`src/inc/dss_regs.svh`:
```
// constants for the dual source selector
// What this block does
// - an input whose function setting is 22 becomes the secondary-source selector
// - with no input assigned as selector, primary command and frequency sources are used
// - selector off: command and frequency sources both come from the primary settings
// - selector on: both sources come from the secondary settings, switching together
// - command source 0 keypad, 1 fwd/rev inputs, 2 run plus direction, 3 serial
// - frequency source 0-1 keypad, 2-5 analog, 6-8 analog mixes, 9 serial, 10 up/down
// - serial command, current, second voltage, pot plus input 2 mixes and serial frequency: advanced only
// - inputs four and five are configurable only on the advanced variant
// - input function settings accept values 0 through 27
// - with run present, output ramps to the set frequency at the acceleration rate
// - secondary terminal mode keeps running while the forward input stays on
// - back on primary, the primary run state is followed; a stop decelerates
// - secondary terminal mode with forward input off decelerates and stops
// - command settings reset to 1, frequency settings reset to 0
`ifndef DSS_REGS_SVH
`define DSS_REGS_SVH

`define DSS_FN_ALT_SRC 5'h16
`define DSS_FN_MAX 5'h1B
`define DSS_FN_RST 5'h00
`define DSS_CMD_MAX 2'h3
`define DSS_FRQ_MAX 4'hA
`define DSS_CMD_RST 2'h1
`define DSS_FRQ_RST 4'h0

`define DSS_CMD_KEYPAD 2'h0
`define DSS_CMD_TERM_FR 2'h1
`define DSS_CMD_TERM_RD 2'h2
`define DSS_CMD_SERIAL 2'h3

`define DSS_FRQ_KEY1 4'h0
`define DSS_FRQ_KEY2 4'h1
`define DSS_FRQ_POT 4'h2
`define DSS_FRQ_V1 4'h3
`define DSS_FRQ_I2_CUR 4'h4
`define DSS_FRQ_I2_VOLT 4'h5
`define DSS_FRQ_POT_I2_CUR 4'h6
`define DSS_FRQ_POT_I2_VOLT 4'h7
`define DSS_FRQ_POT_V1 4'h8
`define DSS_FRQ_SERIAL 4'h9
`define DSS_FRQ_UPDOWN 4'hA

`define DSS_CFG_CMD1 4'h0
`define DSS_CFG_FRQ1 4'h1
`define DSS_CFG_CMD2 4'h2
`define DSS_CFG_FRQ2 4'h3
`define DSS_CFG_FN0 4'h4
`define DSS_CFG_FN4 4'h8

`define DSS_STD_INPUTS 3
`define DSS_ADV_INPUTS 5

`define DSS_CLK_MHZ 10
`define DSS_DEB_TIME_US 1000

`endif

```
`src/inc/dss_pkg.sv`:
```
// types shared by the dual source selector
package dss_pkg;

	localparam int DSS_FW = 16;
	localparam int DSS_NIN = 5;

	typedef struct packed {
		logic [1:0] cmd;
		logic [3:0] frq;
	} dss_pair_t;

	typedef struct packed {
		logic run;
		logic rev;
	} dss_run_t;

	typedef struct packed {
		logic [DSS_FW-1:0] key1;
		logic [DSS_FW-1:0] key2;
		logic [DSS_FW-1:0] pot;
		logic [DSS_FW-1:0] v1;
		logic [DSS_FW-1:0] i2_cur;
		logic [DSS_FW-1:0] i2_volt;
		logic [DSS_FW-1:0] serial;
		logic [DSS_FW-1:0] updown;
	} dss_refs_t;

	typedef enum logic [1:0] {
		DSS_RAMP_STOP = 2'b00,
		DSS_RAMP_ACC = 2'b01,
		DSS_RAMP_DEC = 2'b10,
		DSS_RAMP_HOLD = 2'b11
	} dss_ramp_t;

	typedef struct packed {
		dss_pair_t pri;
		dss_pair_t sec;
		logic [DSS_NIN-1:0][4:0] fn;
		logic cfg_err;
		logic key_run;
		logic alt;
		dss_pair_t act;
		dss_run_t cmd;
		logic [DSS_FW-1:0] freq;
		logic rev;
		logic [15:0] cnt;
		dss_ramp_t ramp;
	} dss_state_t;

endpackage : dss_pkg

```
`src/hdl/dss_cmd_decode.sv`:
```
// run and direction decode for one command source setting
`timescale 1ns/1ps
`include "dss_regs.svh"
module dss_cmd_decode import dss_pkg::*; (
	// selected source
	input wire logic [1:0] src,
	// command inputs
	input wire logic fwd_run,
	input wire logic rev_run,
	input wire logic key_run,
	input wire logic key_rev,
	input wire logic ser_run,
	input wire logic ser_rev,
	// decoded command
	output dss_run_t cmd
);
	always_comb begin
		cmd = '0;
		unique case (src)
			`DSS_CMD_KEYPAD: begin
				cmd.run = key_run;
				cmd.rev = key_rev;
			end
			`DSS_CMD_TERM_FR: begin
				// both inputs on cancels the command
				cmd.run = fwd_run ^ rev_run;
				cmd.rev = rev_run & ~fwd_run;
			end
			`DSS_CMD_TERM_RD: begin
				cmd.run = fwd_run;
				cmd.rev = rev_run;
			end
			`DSS_CMD_SERIAL: begin
				cmd.run = ser_run;
				cmd.rev = ser_rev;
			end
		endcase
	end
endmodule : dss_cmd_decode

```
`src/hdl/dss_debounce.sv`:
```
// two-flop synchroniser and shared debounce filter for pin inputs
`timescale 1ns/1ps
`include "dss_regs.svh"
module dss_debounce import dss_pkg::*; #(
	parameter int W = 7,
	parameter int DEB_CYC = 10000
) (
	// clock and reset
	input wire logic clk,
	input wire logic srst,
	// raw pins
	input wire logic [W-1:0] pin_raw,
	// filtered levels
	output logic [W-1:0] pin_db
);
	typedef struct packed {
		logic [W-1:0] s1;
		logic [W-1:0] s2;
		logic [W-1:0] last;
		logic [W-1:0] stable;
		logic [31:0] cnt;
	} dss_deb_state_t;

	dss_deb_state_t st_r;
	dss_deb_state_t st_nxt;

	always_comb begin
		st_nxt = st_r;
		st_nxt.s1 = pin_raw;
		st_nxt.s2 = st_r.s1;
		st_nxt.last = st_r.s2;
		// a level must hold unchanged for the full filter time
		if (st_r.s2 != st_r.last || st_r.s2 == st_r.stable) begin
			st_nxt.cnt = 32'h00000000;
		end else if (st_r.cnt >= 32'(DEB_CYC - 1)) begin
			st_nxt.stable = st_r.s2;
			st_nxt.cnt = 32'h00000000;
		end else begin
			st_nxt.cnt = st_r.cnt + 32'h00000001;
		end
	end

	always_ff @(posedge clk) begin
		if (srst) begin
			st_r <= '0;
		end else begin
			st_r <= st_nxt;
		end
	end

	assign pin_db = st_r.stable;
endmodule : dss_debounce

```
`src/hdl/dss_selector.sv`:
```
// primary and secondary command and frequency source selection with output ramp
`timescale 1ns/1ps
`include "dss_regs.svh"
module dss_selector import dss_pkg::*; #(
	parameter bit ADVANCED_IO = 1'b1,
	parameter int DEB_CYC = `DSS_DEB_TIME_US * `DSS_CLK_MHZ
) (
	// clock and reset
	input wire logic clk,
	input wire logic srst,
	// setting writes
	input wire logic cfg_wr,
	input wire logic [3:0] cfg_addr,
	input wire logic [4:0] cfg_data,
	output logic cfg_err,
	// setting readback
	output dss_pair_t primary_pair,
	output dss_pair_t secondary_pair,
	output logic [DSS_NIN-1:0][4:0] input_function_cfg,
	// terminal pins
	input wire logic [DSS_NIN-1:0] digital_input_pins,
	input wire logic forward_run_input,
	input wire logic reverse_run_input,
	// keypad
	input wire logic key_run_press,
	input wire logic key_stop_press,
	input wire logic key_rev,
	// serial link
	input wire logic ser_run,
	input wire logic ser_rev,
	// frequency references
	input wire dss_refs_t refs,
	// ramp rates in clock cycles per frequency step
	input wire logic [15:0] acc_step_cyc,
	input wire logic [15:0] dec_step_cyc,
	// status
	output logic alt_source_select_function,
	output logic alt_selector_assigned,
	output dss_pair_t active_pair,
	output dss_run_t run_cmd,
	output logic [DSS_FW-1:0] out_freq,
	output logic out_rev,
	output dss_ramp_t ramp_state
);
	localparam int NUSE = ADVANCED_IO ? `DSS_ADV_INPUTS : `DSS_STD_INPUTS;

	function automatic logic dss_cmd_ok(input logic [4:0] code);
		logic ok;
		ok = (code <= 5'(`DSS_CMD_MAX));
		if (!ADVANCED_IO && code[1:0] == `DSS_CMD_SERIAL) begin
			ok = 1'b0;
		end
		return ok;
	endfunction : dss_cmd_ok

	function automatic logic dss_frq_ok(input logic [4:0] code);
		logic ok;
		ok = (code <= 5'(`DSS_FRQ_MAX));
		if (!ADVANCED_IO) begin
			unique case (code[3:0])
				`DSS_FRQ_I2_CUR, `DSS_FRQ_I2_VOLT, `DSS_FRQ_POT_I2_CUR,
				`DSS_FRQ_POT_I2_VOLT, `DSS_FRQ_SERIAL: ok = 1'b0;
				default: ok = ok;
			endcase
		end
		return ok;
	endfunction : dss_frq_ok

	function automatic logic [DSS_FW-1:0] dss_sat_add(
		input logic [DSS_FW-1:0] a,
		input logic [DSS_FW-1:0] b
	);
		logic [DSS_FW:0] s;
		s = {1'b0, a} + {1'b0, b};
		return s[DSS_FW] ? {DSS_FW{1'b1}} : s[DSS_FW-1:0];
	endfunction : dss_sat_add

	dss_state_t st_r;
	dss_state_t st_nxt;

	logic [DSS_NIN-1:0] di_db;
	logic fwd_db;
	logic rev_db;
	logic [DSS_NIN-1:0] sel_is_fn;
	logic [DSS_NIN-1:0] sel_on;
	logic [DSS_FW-1:0] frq_sel;
	logic [DSS_FW-1:0] tgt;
	logic [15:0] step;
	logic wr_ok;
	logic [3:0] fn_idx;
	dss_run_t dec_cmd;

	// synchronise and filter every pin before use
	dss_debounce #(
		.W(DSS_NIN + 2),
		.DEB_CYC(DEB_CYC)
	) u_debounce (
		.clk(clk),
		.srst(srst),
		.pin_raw({reverse_run_input, forward_run_input, digital_input_pins}),
		.pin_db({rev_db, fwd_db, di_db})
	);

	// decode the command of the active pair
	dss_cmd_decode u_cmd_decode (
		.src(st_r.act.cmd),
		.fwd_run(fwd_db),
		.rev_run(rev_db),
		.key_run(st_r.key_run),
		.key_rev(key_rev),
		.ser_run(ser_run),
		.ser_rev(ser_rev),
		.cmd(dec_cmd)
	);

	// find the inputs assigned as selector
	generate
		for (genvar i = 0; i < DSS_NIN; i++) begin : g_sel
			if (i < NUSE) begin : g_used
				assign sel_is_fn[i] = (st_r.fn[i] == `DSS_FN_ALT_SRC);
				assign sel_on[i] = sel_is_fn[i] & di_db[i];
			end else begin : g_absent
				assign sel_is_fn[i] = 1'b0;
				assign sel_on[i] = 1'b0;
			end
		end
	endgenerate

	// write validation
	always_comb begin
		fn_idx = cfg_addr - `DSS_CFG_FN0;
		wr_ok = 1'b0;
		unique case (cfg_addr)
			`DSS_CFG_CMD1, `DSS_CFG_CMD2: wr_ok = dss_cmd_ok(cfg_data);
			`DSS_CFG_FRQ1, `DSS_CFG_FRQ2: wr_ok = dss_frq_ok(cfg_data);
			default: begin
				if (cfg_addr >= `DSS_CFG_FN0 && cfg_addr <= `DSS_CFG_FN4) begin
					wr_ok = (cfg_data <= `DSS_FN_MAX)
						&& (32'(fn_idx) < NUSE);
				end
			end
		endcase
	end

	// frequency reference of the active pair
	always_comb begin
		frq_sel = '0;
		unique case (st_r.act.frq)
			`DSS_FRQ_KEY1: frq_sel = refs.key1;
			`DSS_FRQ_KEY2: frq_sel = refs.key2;
			`DSS_FRQ_POT: frq_sel = refs.pot;
			`DSS_FRQ_V1: frq_sel = refs.v1;
			`DSS_FRQ_I2_CUR: frq_sel = refs.i2_cur;
			`DSS_FRQ_I2_VOLT: frq_sel = refs.i2_volt;
			`DSS_FRQ_POT_I2_CUR: frq_sel = dss_sat_add(refs.pot, refs.i2_cur);
			`DSS_FRQ_POT_I2_VOLT: frq_sel = dss_sat_add(refs.pot, refs.i2_volt);
			`DSS_FRQ_POT_V1: frq_sel = dss_sat_add(refs.pot, refs.v1);
			`DSS_FRQ_SERIAL: frq_sel = refs.serial;
			`DSS_FRQ_UPDOWN: frq_sel = refs.updown;
			default: frq_sel = '0;
		endcase
	end

	// ramp target: zero on stop, and zero first when direction must reverse
	always_comb begin
		tgt = st_r.cmd.run ? frq_sel : '0;
		if (st_r.cmd.rev != st_r.rev && st_r.freq != '0) begin
			tgt = '0;
		end
		step = (st_r.ramp == DSS_RAMP_DEC) ? dec_step_cyc : acc_step_cyc;
	end

	always_comb begin
		st_nxt = st_r;
		st_nxt.cfg_err = 1'b0;

		// setting writes
		if (cfg_wr) begin
			if (!wr_ok) begin
				st_nxt.cfg_err = 1'b1;
			end else begin
				unique case (cfg_addr)
					`DSS_CFG_CMD1: st_nxt.pri.cmd = cfg_data[1:0];
					`DSS_CFG_FRQ1: st_nxt.pri.frq = cfg_data[3:0];
					`DSS_CFG_CMD2: st_nxt.sec.cmd = cfg_data[1:0];
					`DSS_CFG_FRQ2: st_nxt.sec.frq = cfg_data[3:0];
					default: st_nxt.fn[fn_idx[2:0]] = cfg_data;
				endcase
			end
		end

		// pick the pair; both sources move in the same cycle
		st_nxt.alt = |sel_on;
		st_nxt.act = st_nxt.alt ? st_r.sec : st_r.pri;

		// keypad run latch, only live while the keypad commands
		if (st_r.act.cmd != `DSS_CMD_KEYPAD) begin
			st_nxt.key_run = 1'b0;
		end else if (key_stop_press) begin
			st_nxt.key_run = 1'b0;
		end else if (key_run_press) begin
			st_nxt.key_run = 1'b1;
		end

		st_nxt.cmd = dec_cmd;

		// output ramp
		if (st_r.freq < tgt) begin
			st_nxt.ramp = DSS_RAMP_ACC;
		end else if (st_r.freq > tgt) begin
			st_nxt.ramp = DSS_RAMP_DEC;
		end else if (st_r.freq == '0) begin
			st_nxt.ramp = DSS_RAMP_STOP;
		end else begin
			st_nxt.ramp = DSS_RAMP_HOLD;
		end

		unique case (st_r.ramp)
			DSS_RAMP_ACC, DSS_RAMP_DEC: begin
				if (st_nxt.ramp != st_r.ramp) begin
					st_nxt.cnt = 16'h0000;
				end else if (st_r.cnt + 16'h0001 >= step) begin
					st_nxt.cnt = 16'h0000;
					if (st_r.ramp == DSS_RAMP_ACC) begin
						st_nxt.freq = st_r.freq + 1'b1;
					end else begin
						st_nxt.freq = st_r.freq - 1'b1;
					end
				end else begin
					st_nxt.cnt = st_r.cnt + 16'h0001;
				end
			end
			DSS_RAMP_STOP, DSS_RAMP_HOLD: begin
				st_nxt.cnt = 16'h0000;
			end
		endcase

		// direction changes only at standstill
		if (st_r.freq == '0) begin
			st_nxt.rev = st_r.cmd.rev;
		end
	end

	always_ff @(posedge clk) begin
		if (srst) begin
			st_r <= '0;
			st_r.pri.cmd <= `DSS_CMD_RST;
			st_r.pri.frq <= `DSS_FRQ_RST;
			st_r.sec.cmd <= `DSS_CMD_RST;
			st_r.sec.frq <= `DSS_FRQ_RST;
			st_r.act.cmd <= `DSS_CMD_RST;
			st_r.act.frq <= `DSS_FRQ_RST;
			st_r.fn <= {DSS_NIN{`DSS_FN_RST}};
			st_r.ramp <= DSS_RAMP_STOP;
		end else begin
			st_r <= st_nxt;
		end
	end

	// outputs
	assign cfg_err = st_r.cfg_err;
	assign primary_pair = st_r.pri;
	assign secondary_pair = st_r.sec;
	assign input_function_cfg = st_r.fn;
	assign alt_source_select_function = st_r.alt;
	assign alt_selector_assigned = |sel_is_fn;
	assign active_pair = st_r.act;
	assign run_cmd = st_r.cmd;
	assign out_freq = st_r.freq;
	assign out_rev = st_r.rev;
	assign ramp_state = st_r.ramp;
endmodule : dss_selector

```
`config.mk`:
```
export PLATFORM = sky130hd
export DESIGN_NAME = dss_selector
export DESIGN_NICKNAME = d
export VERILOG_FILES = /design/src/inc/dss_pkg.sv /design/src/hdl/dss_cmd_decode.sv /design/src/hdl/dss_debounce.sv /design/src/hdl/dss_selector.sv
export VERILOG_INCLUDE_DIRS = /design/src /design/src/inc
export SDC_FILE = /design/constraint.sdc
export NUM_CORES = 1
export LEC_CHECK = 0
export ABC_CLOCK_PERIOD_IN_PS = 12900
export BUFFER_PORTS_ARGS = -buffer_cell sky130_fd_sc_hd__buf_2
export CORE_MARGIN = 1
export CORE_UTILIZATION = 45
export CTS_BUF_LIST = sky130_fd_sc_hd__clkbuf_8 sky130_fd_sc_hd__clkbuf_16
export CTS_CLUSTER_SIZE = 24
export DETAILED_ROUTE_END_ITERATION = 8
export GPL_TIMING_DRIVEN = 0
export PLACE_DENSITY = 0.77
export SYNTH_ARGS = -nofsm -noshare
export SYNTH_HDL_FRONTEND = slang
export SYNTH_SLANG_ARGS = --single-unit
```
`constraint.sdc`:
```
create_clock -name clk -period 12.9 [get_ports clk]
set_clock_uncertainty 0.1 [all_clocks]
set_input_delay 0.645 -clock clk [delete_from_list [all_inputs] [get_ports clk]]
set_output_delay 0.645 -clock clk [all_outputs]
set_load 0.05 [all_outputs]
```
---- Yosys cells after proc, flatten, opt, wreduce, memory -nomap -nowiden ----
Cells that the tools add are included.
operators by class
  multiplexer cells ....................... 22
  reduce and logical (&&, ||, !) cells .... 29
  eq/ne operators ......................... 28
  magnitude comparators ................... 12
  bitwise operators ....................... 12
  $add $sub $neg .......................... 8
operators by type and width
  cell                                                    number
  one-hot mux 16 bit (11 select lines)                    1
  two-way mux 16 bit                                      9
  adder 16 x 16 -> 17 bit                                 3
  adder 16 x 1 -> 16 bit (second input constant)          2
  adder 32 x 1 -> 32 bit (second input constant)          1
  >= comparator 32 x 14 -> 1 bit (second input constant)  1
  one-hot mux 16 bit (2 select lines)                     1
  bitwise mux 25 bit                                      1
  equality test 5 bit (second input constant)             5
  AND reduction 3 bit                                     6
  equality test 4 x 2 -> 1 bit (second input constant)    4
  equality test 4 x 3 -> 1 bit (second input constant)    4
  >= comparator 16 bit                                    1
  > comparator 16 bit                                     1
  logical NOT 16 bit                                      1
  < comparator 16 bit                                     1
  nonzero test 16 bit                                     1
  subtractor 16 x 1 -> 16 bit (second input constant)     1
  demux 5 bit (select 3 bit)                              1
  equality test 4 bit (second input constant)             3
  OR reduction 2 bit                                      5
  OR reduction 5 bit                                      2
  equality test 2 bit (second input constant)             4
  equality test 4 x 1 -> 1 bit (second input constant)    2
  31 further kinds                                        50
word-level totals
  register bits after elaboration ......... 143
  input port bits ......................... 184
  output and inout port bits .............. 67

---- Longest topological paths before layout ----
  depth after elaboration ................. 11
  mapped depth ............................ 23
  mapped depth without buffers ............ 19

---- Hierarchy ----
Synthesis repeated with hierarchy kept, for this count alone.
second synthesis, totals
  cell total of the unflattened synthesis .. 1,239
  area total of the unflattened synthesis .. 10,810.4 um2
modules (own cells, without submodules)
  module          instances  cells an instance  seq. area each (um2)  area each (um2)
  dss_selector    1          1,049              1,661.6               8,617.0
  dss_debounce    1          185                1,201.2               2,120.8
  dss_cmd_decode  1          5                  0.0                   72.6

---- Worst setup path before layout ----
No wires, ideal clock.
  path kind ............................... input-to-reg
  start ................................... input port refs[48] in the netlist's numbering
  end ..................................... register st_r, in the netlist out_freq[15]
  path buffers ............................ 1
  setup slack ............................. 7,137 ps
  stages on the path ...................... 20
  required time ........................... 12,729 ps
  arrival time ............................ 5,592 ps
  cells stage by stage .................... ha_1 -> fa_1 -> a211o_1 -> a2111oi_1 -> o31ai_1 -> o41ai_2 -> o21ai_0 -> o21ai_1 -> a31oi_1 -> o41ai_1 -> ha_1 -> nand4_1 -> or2_2 -> a211oi_1 -> or4b_2 -> mux2i_1 -> nand2b_1 -> buf_6 -> or4_1 -> a21oi_1
between the ends
  word-level cells in the longest chain between the ends .. 11
  elaborated cells between the ends (all ways) .. 12
  classes of those cells .................. add/sub (1); order compare (2); eq/ne (1); mux (6); bitwise (1); reduce/logical (1)
RTL lines
  element                                 RTL line             source
  from (decl)                             dss_selector.sv:32   input wire dss_refs_t refs,
  adder 16 x 16 -> 17 bit                 dss_selector.sv:74   s = {1'b0, a} + {1'b0, b};
  two-way mux 16 bit                      dss_selector.sv:75   return s[DSS_FW] ? {DSS_FW{1'b1}} : s[DSS_FW-1:0];
  one-hot mux 16 bit (11 select lines) *  dss_selector.sv:148  unique case (st_r.act.frq)
  two-way mux 16 bit *                    dss_selector.sv:166  tgt = st_r.cmd.run ? frq_sel : '0;
  two-way mux 16 bit *                    dss_selector.sv:167  if (st_r.cmd.rev != st_r.rev && st_r.freq != '0) begin
  > comparator 16 bit                     dss_selector.sv:210  end else if (st_r.freq > tgt) begin
  two-way mux 2 bit                       dss_selector.sv:210
  two-way mux 2 bit *                     dss_selector.sv:208  if (st_r.freq < tgt) begin
  inequality test 2 bit *                 dss_selector.sv:220  if (st_nxt.ramp != st_r.ramp) begin
  NOT 1 bit (no source line) *            --
  AND reduction 3 bit (no source line) *  --
  to (signal assigned)                    dss_selector.sv:256  st_r <= st_nxt;
  to (decl)                               dss_selector.sv:78   dss_state_t st_r;
Every way passes the cells marked *; elsewhere a longest branch is shown, timed or not.
A chain may end at the register's enable or synchronous reset.

---- Final worst setup path ----
  start ................................... input port refs[80] in the netlist's numbering
  end ..................................... register st_r, in the netlist out_freq[10]
The elaborated chain is that of the path after synthesis.

==> results_dict.tcl <==
set metrics [dict create \
    outcome "complete, no violations" \
    antenna_found_initial 0 \
    vias_per_cell 5.72 \
    critPathRequiredTime_ns 13.10 \
    seqPwrFrac_pct 37.6 \
    synth_area_sq_mm 0.0106 \
    io_pins 251 \
    pre_cts_ws_ns 6.19 \
    power.total_w 0.00121 \
    wl_met1_mm 14.7 \
    path_buf_inv 4 \
    overflow 0 \
    cts.sinks 143 \
    min_path_type "primary input to register" \
    period_minus_slack_ns 6.54 \
    area.growth.synth_to_final_pct 21.8 \
    drtPass1Iterations 5 \
    tns_ns 0 \
    cts_root_buf "clkbuf_16" \
    rsz0062_at_grt "no" \
    path_class "primary input to register" \
    p_int_w 0.000821 \
    cap_violations 0 \
    max-vdd-ir-drop_uv 94.6 \
    final_antenna_net_count 0 \
    wl_mm 35.1 \
    power_frac_clock_pct 41.0 \
    fin_crit_sh_pct 50.7 \
    maxSlewViolCount 0 \
    syn_inst 1250 \
    relSlewSlack_pct 10.7 \
    fmax_ghz 0.153 \
    vias 10600 \
    post-synth-top-count-cell "dfxtp_1" \
    cp.arrival_ns 6.74 \
    clk_latency_ns 0.43 \
    post-cts-setup-buffers 0 \
    start_util_pct 46.4 \
    die_area_sq_mm 0.0243 \
    drt_iter0_drc 722 \
    cp_cell_sequence "buf_2, ha_1, fa_1, a21oi_1, o221ai_1, a211oi_1, nor3b_1, o22a_1, clkbuf_1, o21ai_0, nand4_1, o21ai_0, ha_1, nand4_1, or2_2, a211oi_1, or4b_2, mux2i_1, nand2b_1, buf_6, buf_2, mux2i_1, nor2_1" \
    top_layer "met4" \
    cpLargestDelayFamily "compound AO/OA/AOI/OAI gates" \
    synth_top_area_cell "dfxtp_1" \
    synth_area_leaders "dfxtp_1 (27%), ha_1 (12%), mux2i_1 (7.1%), buf_4 (4.4%), xnor2_1 (4.2%)" \
    start_kind "primary input" \
    place_congestion 1.03 \
    async_flop_share_pct 0 \
    post_drt_wl_per_cell_microns 18.9 \
    clk_pin_slew_worst_paths_ns 0.07 \
    synth_edf_count 0 \
    die_h_microns 156 \
    route.met2.wl_mm 16.4 \
    numCtsBuffers 17 \
    dp_hpwl_mm 28.1 \
    swShare_pct 32.2 \
    num_antenna_cells 0 \
    grt_pass1_vias 10000 \
    grt_max_degree 19 \
    worstSetupEndpointType "register" \
    grt_pass1_wl_mm 53.2 \
    postCtsResizedCells 0 \
    io_buffers 245 \
    cp_max_fo 10 \
    tritoncts "built" \
    p_comb_share_pct 21.4 \
    grt_usage_pct 28.4 \
    worst_slew_pin_slew_ns 1.33 \
    synth_cell_types 70 \
    setup_ws_ns 6.36 \
    synth_warnings 0 \
    power.density_mw_per_mm2 93.4 \
    yosys-top-cells-count "dfxtp_1 (143), nor2_1 (113), ha_1 (102)" \
    setup_viol 0 \
    cp_slowest_cell "or4b_2" \
    hold_viol_final 0 \
    synth_seq_area_share_pct 26.9 \
    clk_path_buf_depth 2 \
    postLayoutCellArea_sq_mm 0.0130 \
    slowest_delay_ns 0.72 \
    num_rows 55 \
    dr_wl_met3_mm 2.99 \
    leakage_nw 6.10 \
    drive_above_1_share_pct 23.7 \
    die-width_microns 156 \
    synth_top_area_share_pct 26.9 \
    drc 0 \
    htree_levels 4 \
    ys_dominant_reg_cell "dfxtp_1" \
    coreArea_sq_mm 0.0229 \
    ctsHoldBuffers 0 \
    switchingPower_w 0.000390 \
    ys_ff_latch 143 \
    placed_area_sq_mm 0.0123 \
    syn_area_per_cell_sq_um 8.51 \
    nets 1822 \
]
-- cell type report --
cell class	instances	area (sq um)
Tap cell	313	392
Clock inverter	15	198
Timing Repair Buffer	246	1230
Buffer	110	659
Inverter	31	116
Clock buffer	17	425
Fill cell	2069	9960
Sequential cell	143	2860
Multi-Input combinational cell	983	7070
-- layout by cell type, fill, tap and decap left out, drive strengths merged, types with 20 or more instances in the layout --
cell type / n
a21o: 22
a21oi: 69
a221oi: 26
a22o: 21
buf: 316
clkbuf: 57
dfxtp: 143
ha: 102
inv: 36
mux2i: 75
nand2: 63
nand3: 37
nand4: 25
nor2: 113
nor2b: 40
nor3: 20
o21ai: 66
xnor2: 51
xor2: 37
-- path summary, 6_finish.rpt --
path	start	end	slack, ns	cells after the start
setup reg to reg	active_pair[1]$_SDFF_PP0_	out_freq[10]$_SDFFE_PP0P_	6.92	19
hold / removal	digital_input_pins[2]	u_debounce.st_nxt[48]$_SDFF_PP0_	0.32	2
hold reg to reg	u_debounce.st_nxt[50]$_SDFF_PP0_	u_debounce.st_nxt[43]$_SDFF_PP0_	0.34	1
setup / recovery	refs[80]	out_freq[10]$_SDFFE_PP0P_	6.36	23
-- state kept, by name, summed over array words and instances, names as in the netlist --
name                        count
u_debounce.st_r                39
input_function_cfg             25
st_r                           17
out_freq                       16
u_debounce.st_nxt              14
u_debounce.pin_db               7
active_pair                     6
primary_pair                    6
secondary_pair                  6
ramp_state                      2
run_cmd                         2
alt_source_select_function      1
cfg_err                         1
out_rev                         1
-- per-layer routing --
| layer | vias to the layer above | track usage (%) |
|---|---|---|
| met1 | 4980 | 35.3 |
| met2 | 476 | 48.0 |
| met5 | - | 0 |
| met4 | 0 | 10.8 |
| met3 | 78 | 5.78 |
| li1 | 5096 | - |
-- kinds of logic after synthesis --
| group | Yosys count | synth area share [%] |
|---|---|---|
| flip-flops | 143 | 26.9 |
| AO/OA/AOI/OAI | 321 | 20.8 |
| XOR/XNOR | 88 | 7.24 |
| buffers and inverters | 141 | 7.29 |
| adder cells (fa/ha/maj) | 106 | 12.7 |
| AND/OR/NAND/NOR | 373 | 17.6 |
| multiplexers | 77 | 7.37 |
| other | 1 | 0.0352 |
-- per-stage QoR --
| stage | utilization, % | instances | hold slack, ns |
|---|---|---|---|
| after floorplan | - | 1267 | 0.313 |
| after global placement | 53.8 | 1825 | 0.318 |
| after detailed placement | 53.8 | 1826 | 0.327 |
| after CTS | 56.5 | 1858 | 0.310 |
| after global routing | 56.5 | 1858 | 0.320 |
| final | 56.5 | 1858 | 0.320 |
-- power by group through the flow --
stage	sequential (W)	combinational, W	clock, W
after detailed placement	0.000465	0.000253	0
after global placement	0.000465	0.000251	0
final	0.000455	0.000259	0.000496
after global routing	0.000456	0.000282	0.000523
after CTS	0.000455	0.000256	0.000500
after floorplan	0.000464	0.000168	0
No activity file was read; power rests on OpenSTA's default activity.
